===== src/hw/rst_ctrl_pkg.sv =====
// Constants, register map and types of the system reset controller.
// Assumes a 40 MHz system clock and a 32-bit classic Wishbone register bus.
package rst_ctrl_pkg;

   // ----------------------------------------------------------------
   // Timing
   // ----------------------------------------------------------------
   localparam int unsigned CLK_PERIOD_PS    = 25000;
   localparam int unsigned PIN_MIN_PULSE_NS = 2500;
   localparam int unsigned PIN_MIN_CYCLES_I =
      (PIN_MIN_PULSE_NS * 1000 + CLK_PERIOD_PS - 1) / CLK_PERIOD_PS;
   localparam int unsigned PIN_CNT_W        = 8;
   localparam logic [PIN_CNT_W-1:0] PIN_MIN_CYCLES = PIN_CNT_W'(PIN_MIN_CYCLES_I);

   // ----------------------------------------------------------------
   // Register map (byte addresses)
   // ----------------------------------------------------------------
   localparam int unsigned ADR_W        = 8;
   localparam logic [ADR_W-1:0] CAUSE_OFS    = 8'h00;
   localparam logic [ADR_W-1:0] IRQ_STAT_OFS = 8'h04;
   localparam logic [ADR_W-1:0] IRQ_MASK_OFS = 8'h08;
   localparam logic [ADR_W-1:0] STATE_OFS    = 8'h0c;

   // ----------------------------------------------------------------
   // Source and flag bit positions
   // ----------------------------------------------------------------
   localparam int unsigned SRC_N       = 4;
   localparam int unsigned POR_BIT     = 0;
   localparam int unsigned PIN_BIT     = 1;
   localparam int unsigned BOD_BIT     = 2;
   localparam int unsigned WDT_BIT     = 3;
   localparam int unsigned SYNC_N      = 3;

   // ----------------------------------------------------------------
   // Reset values
   // ----------------------------------------------------------------
   localparam logic [SRC_N-1:0]  CAUSE_RST    = 4'h0;
   localparam logic [SRC_N-1:0]  POR_ONLY     = 4'h1;
   localparam logic [SRC_N-1:0]  IRQ_STAT_RST = 4'h0;
   localparam logic [SRC_N-1:0]  IRQ_MASK_RST = 4'h0;
   localparam logic [SYNC_N-1:0] SYNC_RST     = 3'h0;
   localparam logic [15:0]       RESET_VECTOR = 16'h0000;

   // ----------------------------------------------------------------
   // Stretch length coding
   // ----------------------------------------------------------------
   localparam int unsigned SUT_W        = 2;
   localparam int unsigned CLOCK_SOURCE_FUSE_W      = 4;
   localparam int unsigned CLOCK_SOURCE_FUSE_SHIFT  = 4;

   typedef enum logic [1:0] {PH_HOLD, PH_STRETCH, PH_RUN} phase_t;

endpackage : rst_ctrl_pkg


===== src/hw/io_rst_if.sv =====
// Link between the reset sequencer and the clockless port reset keeper.
// Assumes the raw source term is formed combinationally from the pins.
`timescale 1ns/1ps
interface io_rst_if;
   logic raw_src;
   logic hold;
   logic io_reset;

   modport ctrl   (output raw_src, output hold, input io_reset);
   modport keeper (input raw_src, input hold, output io_reset);
endinterface : io_rst_if


===== src/hw/io_reset_keeper.sv =====
// Port reset flop: set at once by a raw reset source, no clock needed.
// Assumes the sequencer drives hold low only when internal reset ends.
`timescale 1ns/1ps
module io_reset_keeper
(
   input  logic         clk_i,
   input  logic         rst_i,
   io_rst_if.keeper     link
);

   // ----------------------------------------------------------------
   // Asynchronous set, synchronous release
   // ----------------------------------------------------------------
   always_ff @(posedge clk_i or posedge link.raw_src)
   begin
      if (link.raw_src)
         link.io_reset <= 1'b1;
      else if (rst_i)
         link.io_reset <= 1'b1;
      else
         link.io_reset <= link.hold;
   end

endmodule : io_reset_keeper


===== src/hw/system_reset_controller.sv =====
// System reset controller: four reset sources, stretch counter, cause flags.
// Assumes fuses and watchdog signals are on clk_i; supply and pin inputs are not.
//
// Operation
// - Internal reset forces I/O state, then start vector
// - Port reset asserts instantly without any clock; a watchdog reset sets it on the clock edge with internal reset
// - After all sources release, count then release
// - Stretch length chosen by startup and clock fuses
// - Four sources; any active asserts internal reset
// - Power-on reset held while supply stays low
// - Pin low beyond minimum width resets device
// - Watchdog resets only in system-reset mode
// - Brown-out resets only while detector enabled
// - Supply reaching threshold starts the stretch count
// - Supply drop reasserts port reset with no delay; internal reset follows after the synchronisers
// - Power-on reset armed only after seeing low
// - Watchdog pulse one cycle; count starts after
// - Cause flags set by source, cleared by POR/zero
// - Power-on flag cleared only by zero write
//
// Register access over Wishbone and the address map are this design's own decisions.
`timescale 1ns/1ps
module system_reset_controller
   import rst_ctrl_pkg::*;
#(
   parameter int unsigned CNT_W        = 24,
   parameter int unsigned STRETCH_BASE = 64
)
(
   input  logic                 clk_i,
   input  logic                 rst_i,
   input  logic                 wb_cyc_i,
   input  logic                 wb_stb_i,
   input  logic                 wb_we_i,
   input  logic [ADR_W-1:0]     wb_adr_i,
   input  logic [3:0]           wb_sel_i,
   input  logic [31:0]          wb_dat_i,
   output logic [31:0]          wb_dat_o,
   output logic                 wb_ack_o,
   input  logic                 por_low_i,
   input  logic                 reset_pin_n_i,
   input  logic                 bod_enable_i,
   input  logic                 bod_low_i,
   input  logic                 wdt_timeout_i,
   input  logic                 wdt_reset_mode_i,
   input  logic [SUT_W-1:0]     startup_time_fuse_i,
   input  logic [CLOCK_SOURCE_FUSE_W-1:0]   clock_source_fuse_i,
   output logic                 sys_rst_o,
   output logic                 io_reset_o,
   output logic                 cpu_start_o,
   output logic [15:0]          boot_addr_o,
   output logic                 irq_o
);

   // ----------------------------------------------------------------
   // State
   // ----------------------------------------------------------------
   typedef struct packed {
      logic [SYNC_N-1:0]    sync1;
      logic [SYNC_N-1:0]    sync2;
      logic [SYNC_N-1:0]    sync3;
      logic [SYNC_N-1:0]    filt;
      logic                 por_armed;
      logic [PIN_CNT_W-1:0] pin_cnt;
      logic                 wdt_pulse;
      logic [SRC_N-1:0]     act;
      phase_t               phase;
      logic [CNT_W-1:0]     cnt;
      logic                 sys_rst;
      logic                 start;
      logic [15:0]          boot_addr;
      logic [SRC_N-1:0]     cause;
      logic [SRC_N-1:0]     irq_stat;
      logic [SRC_N-1:0]     irq_mask;
      logic                 irq;
      logic                 ack;
      logic [31:0]          rdat;
   } state_t;

   state_t q;
   state_t d;

   io_rst_if link ();

   // ----------------------------------------------------------------
   // Stretch length decode
   // ----------------------------------------------------------------
   function automatic logic [CNT_W-1:0] stretch_len
   (
      input logic [SUT_W-1:0]   startup_time_fuse,
      input logic [CLOCK_SOURCE_FUSE_W-1:0] clock_source_fuse
   );
      logic [CNT_W-1:0] base;
      logic [CNT_W-1:0] extra;
      base  = CNT_W'(STRETCH_BASE) << (2 * startup_time_fuse);
      extra = CNT_W'(clock_source_fuse) << CLOCK_SOURCE_FUSE_SHIFT;
      return CNT_W'(base + extra);
   endfunction : stretch_len

   // ----------------------------------------------------------------
   // Next state
   // ----------------------------------------------------------------
   logic             por_low_f;
   logic             pin_low_f;
   logic             bod_low_f;
   logic [SRC_N-1:0] src;
   logic             any_src;
   logic             req;
   logic             wr;
   logic [SRC_N-1:0] wlow;
   logic [SRC_N-1:0] rise;

   always_comb
   begin
      d = q;

      // Three-stage input synchronisers
      d.sync1 = {bod_low_i, ~reset_pin_n_i, por_low_i};
      d.sync2 = q.sync1;
      d.sync3 = q.sync2;
      d.filt  = (~(q.sync2 ^ q.sync3) & q.sync3) | ((q.sync2 ^ q.sync3) & q.filt);

      por_low_f = q.filt[POR_BIT];
      pin_low_f = q.filt[PIN_BIT];
      bod_low_f = q.filt[BOD_BIT];

      // Power-on detector
      d.por_armed = q.por_armed | por_low_f;

      // Pin low width filter
      if (!pin_low_f)
         d.pin_cnt = '0;
      else if (q.pin_cnt != PIN_MIN_CYCLES)
         d.pin_cnt = PIN_CNT_W'(q.pin_cnt + 1'b1);

      // Watchdog one-cycle reset pulse
      d.wdt_pulse = wdt_timeout_i & wdt_reset_mode_i;

      // Source vector
      src          = '0;
      src[POR_BIT] = por_low_f & q.por_armed;
      src[PIN_BIT] = pin_low_f & (q.pin_cnt == PIN_MIN_CYCLES);
      src[BOD_BIT] = bod_enable_i & bod_low_f;
      src[WDT_BIT] = q.wdt_pulse;
      any_src      = |src;
      d.act        = src;
      rise         = src & ~q.act;

      // Sequencer
      d.start = 1'b0;
      case (q.phase)
         PH_RUN:
         begin
            if (any_src)
               d.phase = PH_HOLD;
         end
         PH_HOLD:
         begin
            if (!any_src)
            begin
               d.phase = PH_STRETCH;
               d.cnt   = stretch_len(startup_time_fuse_i, clock_source_fuse_i);
            end
         end
         PH_STRETCH:
         begin
            if (any_src)
               d.phase = PH_HOLD;
            else if (q.cnt == '0)
            begin
               d.phase = PH_RUN;
               d.start = 1'b1;
            end
            else
               d.cnt = CNT_W'(q.cnt - 1'b1);
         end
         default:
         begin
            d.phase = PH_HOLD;
         end
      endcase
      d.sys_rst   = (d.phase != PH_RUN);
      d.boot_addr = RESET_VECTOR;

      // Bus decode
      req    = wb_cyc_i & wb_stb_i & ~q.ack;
      wr     = req & wb_we_i & wb_sel_i[0];
      wlow   = wb_dat_i[SRC_N-1:0];
      d.ack  = req;
      d.rdat = '0;

      // Reset cause flags: clear by zero write, set wins
      if (wr && wb_adr_i == CAUSE_OFS)
         d.cause = q.cause & wlow;
      d.cause = d.cause | src;
      if (src[POR_BIT])
         d.cause = POR_ONLY;

      // Interrupt status, write one to clear, set wins
      if (wr && wb_adr_i == IRQ_STAT_OFS)
         d.irq_stat = q.irq_stat & ~wlow;
      d.irq_stat = d.irq_stat | rise;
      if (wr && wb_adr_i == IRQ_MASK_OFS)
         d.irq_mask = wlow;
      d.irq = |(d.irq_stat & d.irq_mask);

      // Read data
      if (req && !wb_we_i)
      begin
         case (wb_adr_i)
            CAUSE_OFS:    d.rdat = {28'h0, q.cause};
            IRQ_STAT_OFS: d.rdat = {28'h0, q.irq_stat};
            IRQ_MASK_OFS: d.rdat = {28'h0, q.irq_mask};
            STATE_OFS:    d.rdat = {24'h0, q.phase, q.sys_rst, q.por_armed, 1'b0, q.filt};
            default:      d.rdat = '0;
         endcase
      end

      // Synchronous reset of the controller itself
      if (rst_i)
      begin
         d.sync1     = SYNC_RST;
         d.sync2     = SYNC_RST;
         d.sync3     = SYNC_RST;
         d.filt      = SYNC_RST;
         d.por_armed = 1'b0;
         d.pin_cnt   = '0;
         d.wdt_pulse = 1'b0;
         d.act       = '0;
         d.phase     = PH_STRETCH;
         d.cnt       = stretch_len(startup_time_fuse_i, clock_source_fuse_i);
         d.sys_rst   = 1'b1;
         d.start     = 1'b0;
         d.boot_addr = RESET_VECTOR;
         d.cause     = CAUSE_RST;
         d.irq_stat  = IRQ_STAT_RST;
         d.irq_mask  = IRQ_MASK_RST;
         d.irq       = 1'b0;
         d.ack       = 1'b0;
         d.rdat      = '0;
      end
   end

   always_ff @(posedge clk_i)
   begin
      q <= d;
   end

   // ----------------------------------------------------------------
   // Clockless port reset
   // ----------------------------------------------------------------
   assign link.raw_src = por_low_i | ~reset_pin_n_i | (bod_enable_i & bod_low_i);
   assign link.hold    = d.sys_rst;

   io_reset_keeper u_keeper
   (
      .clk_i (clk_i),
      .rst_i (rst_i),
      .link  (link.keeper)
   );

   // ----------------------------------------------------------------
   // Outputs
   // ----------------------------------------------------------------
   assign wb_dat_o    = q.rdat;
   assign wb_ack_o    = q.ack;
   assign sys_rst_o   = q.sys_rst;
   assign io_reset_o  = link.io_reset;
   assign cpu_start_o = q.start;
   assign boot_addr_o = q.boot_addr;
   assign irq_o       = q.irq;

endmodule : system_reset_controller


===== config.mk =====
export PLATFORM = sky130hd
export DESIGN_NAME = system_reset_controller
export DESIGN_NICKNAME = d
export VERILOG_FILES = /design/src/hw/rst_ctrl_pkg.sv /design/src/hw/io_rst_if.sv /design/src/hw/io_reset_keeper.sv /design/src/hw/system_reset_controller.sv
export SDC_FILE = /design/constraint.sdc
export NUM_CORES = 1
export LEC_CHECK = 0
export BUFFER_PORTS_ARGS = -buffer_cell sky130_fd_sc_hd__buf_2
export CORE_MARGIN = 1
export CORE_UTILIZATION = 51
export DETAILED_ROUTE_END_ITERATION = 6
export MAX_ROUTING_LAYER = met4
export PLACE_DENSITY = 0.79
export SYNTH_ARGS = -nofsm -noshare
export SYNTH_HDL_FRONTEND = slang
export SYNTH_SLANG_ARGS = --single-unit

===== constraint.sdc =====
create_clock -name clk_i -period 3.3 [get_ports clk_i]
set_input_delay 0.66 -clock clk_i [delete_from_list [all_inputs] [get_ports clk_i]]
set_output_delay 0.66 -clock clk_i [all_outputs]
set_load 0.005 [all_outputs]

==> flow_summary.json <==
{
  "outcome": "finished clean",
  "timing.max_cap.violations": 0,
  "cts_tree": "built",
  "nFillCells": 604,
  "dieWidth_um": 87.9,
  "worst_slew_margin_rel": 0.595,
  "clk_root_buffer_cell": "sky130_fd_sc_hd__clkbuf_8",
  "grt_use_total": 0.189,
  "worstPathCellList": "nor4_1, nor2b_1, and3_1, a311o_1, nand2_1, buf_4",
  "global_route_wire_length_before_repair_um": 10900,
  "fin_area_um2": 4010,
  "synthesis.area_um2": 3770,
  "antenna-diode-count": 0,
  "post_cts_buffers": 0,
  "total_wire_length_um": 6580,
  "regArea_um2": 1790,
  "hpwlAfterDp_um": 4760,
  "antenna_violations_before_repair": 0,
  "cts_sinks": 77,
  "setup_ws_ns": 0.885,
  "worstSetupStartpoint": "q[73]$_DFFE_PP_",
  "multi_input_comb_area_um2": 1660,
  "fp.dieArea_um2": 7730,
  "min-delay-path-class": "reg2reg",
  "whs_ns": 0.445,
  "clock_tree.htree_level_count": 3,
  "drc": 0,
  "tritoncts.num_buffers": 9,
  "io_pins": 114,
  "postSynth.asyncResetShare": 0.0130,
  "netlist_instances": 385,
  "port_buffers": 42,
  "fin_util": 0.578,
  "length_of_the_first_detailed_routing_pass_in_iterations": 4,
  "tightestPinTransition_ns": 0.601,
  "vias_per_cell": 5.01,
  "final_layout_size_suffix_gt1_frac": 0.169,
  "yosys_most_used_dff": "sky130_fd_sc_hd__dfxtp_1",
  "crit_path_max_fanout": 24,
  "crit_type": "reg2reg",
  "drt_iter0_drc": 107,
  "number_of_global_route_vias_before_repair": 2439,
  "synth_register_bits": 77,
  "timing_max_transition_violations_final": 0,
  "achievable-frequency_mhz": 414,
  "detailed_place.area_um2": 3830,
  "reg2reg_from": "q[73]$_DFFE_PP_",
  "routabilityCongestion": 0.832,
  "postCtsResizedCells": 0,
  "power_leakage_nw": 1.65,
  "timing.clock.skew_ns": 0.0117,
  "grt_start_max_net_pins": 26,
  "setup_tns_ns": 0,
  "power_density_nw_per_um2": 493,
  "slowest_delay_ns": 0.46,
  "gr-total-overflow": 0,
  "core-area_um2": 6940,
  "clock_edge_transition_at_the_registers_on_the_reported_setup_and_hold_paths_ns": 0.08,
  "finalCritPeriodShare": 0.732,
  "fin_total_pwr_mw": 1.98,
  "yosys_warnings": 0,
  "clock_path_buffers": 2,
  "worstSetupEndpointType": "flip-flop",
  "synth-seq-area-share": 0.475,
  "ir_drop_worst_case_vdd_mv": 0.208,
  "final_common_cell": "sky130_fd_sc_hd__dfxtp_1",
  "antenna_violating_nets_left": 0,
  "clk_latency_ns": 0.35,
  "vias": 2610,
  "core.rowCount": 30,
  "timing.critical_path.from_type": "flip-flop",
  "hp-start": "q[115]$_SDFF_PP0_",
  "final_cell_count_no_fill": 521,
  "worst_ep_arrival_time_ns": 2.48,
  "yosys.cell_types.count": 51,
  "synth_edf_count": 24,
  "routed_wire_length_per_instance_um": 12.6,
  "synthToLayoutAreaGrowth_pct": 6.54,
  "syn_avg_cell_area_um2": 9.78,
  "timing_hold_violations_final": 0,
  "rsz_0062_raised_after_global_routing": "no",
  "layout.cells.most_common_list": "sky130_fd_sc_hd__dfxtp_1, sky130_fd_sc_hd__nor2_1, sky130_fd_sc_hd__buf_2",
  "chipHeight_um": 87.9,
  "worst-endpoint-required_ns": 3.36,
  "initial_core_util": 0.542,
  "setup-violations-final": 0,
  "dpl_worst_slack_ns": 0.661,
  "number_of_instances_in_the_placed_design": 505,
  "period_minus_slack_ns": 2.41,
  "crit_path_top_delay_cell": "sky130_fd_sc_hd__edfxtp_1",
  "design.final.nets": 486,
  "postCtsHoldBufs": 0
}
[routing by layer]
layer  vias to the layer above  global-route usage  routed length, um
li1                       1313                   -                  -
met1                      1205               0.235               3040
met2                        86               0.301               3160
met3                         6              0.0500                322
met4                         0              0.0551                 53
met5                         -                   -                  0
[cells in the mapped netlist (2+ instances only)]
cell type                   n  area (um2)
sky130_fd_sc_hd__buf_4     48         360
sky130_fd_sc_hd__ha_1       5        62.6
sky130_fd_sc_hd__nand3b_1   3        22.5
sky130_fd_sc_hd__nand4_1    5        31.3
sky130_fd_sc_hd__o22ai_1    7        43.8
sky130_fd_sc_hd__nor4_1     7        43.8
sky130_fd_sc_hd__nand4b_1   2        17.5
sky130_fd_sc_hd__mux4_2     3        67.6
sky130_fd_sc_hd__and2_1    10        62.6
sky130_fd_sc_hd__dfxtp_1   52        1040
sky130_fd_sc_hd__a211oi_1   2        15.0
sky130_fd_sc_hd__xor2_1    18         158
sky130_fd_sc_hd__nand3_1   10        50.1
sky130_fd_sc_hd__nor3_1    11        55.1
sky130_fd_sc_hd__edfxtp_1  24         721
sky130_fd_sc_hd__o21ai_0   10        50.1
sky130_fd_sc_hd__or4_1      2        15.0
sky130_fd_sc_hd__o21ai_1    2        10.0
sky130_fd_sc_hd__and3_1     8        50.1
sky130_fd_sc_hd__clkbuf_1   6        22.5
sky130_fd_sc_hd__nand2b_1   4        25.0
sky130_fd_sc_hd__nor2b_1   11        68.8
sky130_fd_sc_hd__xnor2_1   12         105
sky130_fd_sc_hd__mux2i_1    2        20.0
sky130_fd_sc_hd__buf_2      2        10.0
sky130_fd_sc_hd__a31oi_1    3        18.8
sky130_fd_sc_hd__o41ai_1    3        26.3
sky130_fd_sc_hd__mux2_2     3        33.8
sky130_fd_sc_hd__a21oi_1    7        35.0
sky130_fd_sc_hd__inv_1     10        37.5
sky130_fd_sc_hd__or4b_1     2        20.0
sky130_fd_sc_hd__nor2_1    45         169
sky130_fd_sc_hd__or3_1      3        18.8
sky130_fd_sc_hd__nand2_1   26        97.6
[where the power goes]
part	internal, mW	switching, mW	leakage, nW	total (mW)
sequential	1.04	0.0531	0.709	1.10
clock	0.296	0.342	0.0898	0.638
combinational	0.104	0.141	0.852	0.245
total	1.44	0.536	1.65	1.98
[flip-flops by register name, indices dropped and copies added (netlist names), named ones only]
signal                  count
q                          61
wb_dat_o                    8
cpu_start_o                 1
irq_o                       1
sys_rst_o                   1
u_keeper.link.io_reset      1
wb_ack_o                    1
[final timing paths]
check	cells after the start	endpoint	slack, ns
setup reg to reg	6	q[79]$_SDFFCE_PP0P_	0.89
setup / recovery	6	q[79]$_SDFFCE_PP0P_	0.89
max in group asynchronous	2	u_keeper.link.io_reset$_DFF_PP1_	2.76
hold reg to reg	1	q[112]$_SDFF_PP0_	0.44
hold / removal	1	q[112]$_SDFF_PP0_	0.44
min in group asynchronous	3	u_keeper.link.io_reset$_DFF_PP1_	0.48
[final cells by class]
| type | count | area share |
|---|---|---|
| clock buffer | 11 | 0.0352 |
| clock inverter | 5 | 0.00904 |
| tap | 96 | 0.0299 |
| multi-input combinational | 278 | 0.415 |
| sequential | 77 | 0.446 |
| inverter | 10 | 0.00935 |
| timing repair buffer | 44 | 0.0561 |
[kinds of logic after synthesis]
kind of cell	after synthesis	share of synthesized area
other	1	0.000996
and+or+nand+nor	155	0.216
buffers and inverters	69	0.122
adders and majority gates	5	0.0166
AOI/OAI and AO/OA	39	0.0641
DFF	77	0.475
xor gates and xnor gates	30	0.0698
muxes	9	0.0352
[worst max-delay path, delay by kind of cell, from the launching register on]
family / cells / cell delay, ns
DFF: 1 / 0.46
buffers and inverters: 1 / 0.25
AOI/OAI and AO/OA: 1 / 0.21
and+or+nand+nor: 4 / 1.20
Note: power is estimated with default switching activity, not from simulation.
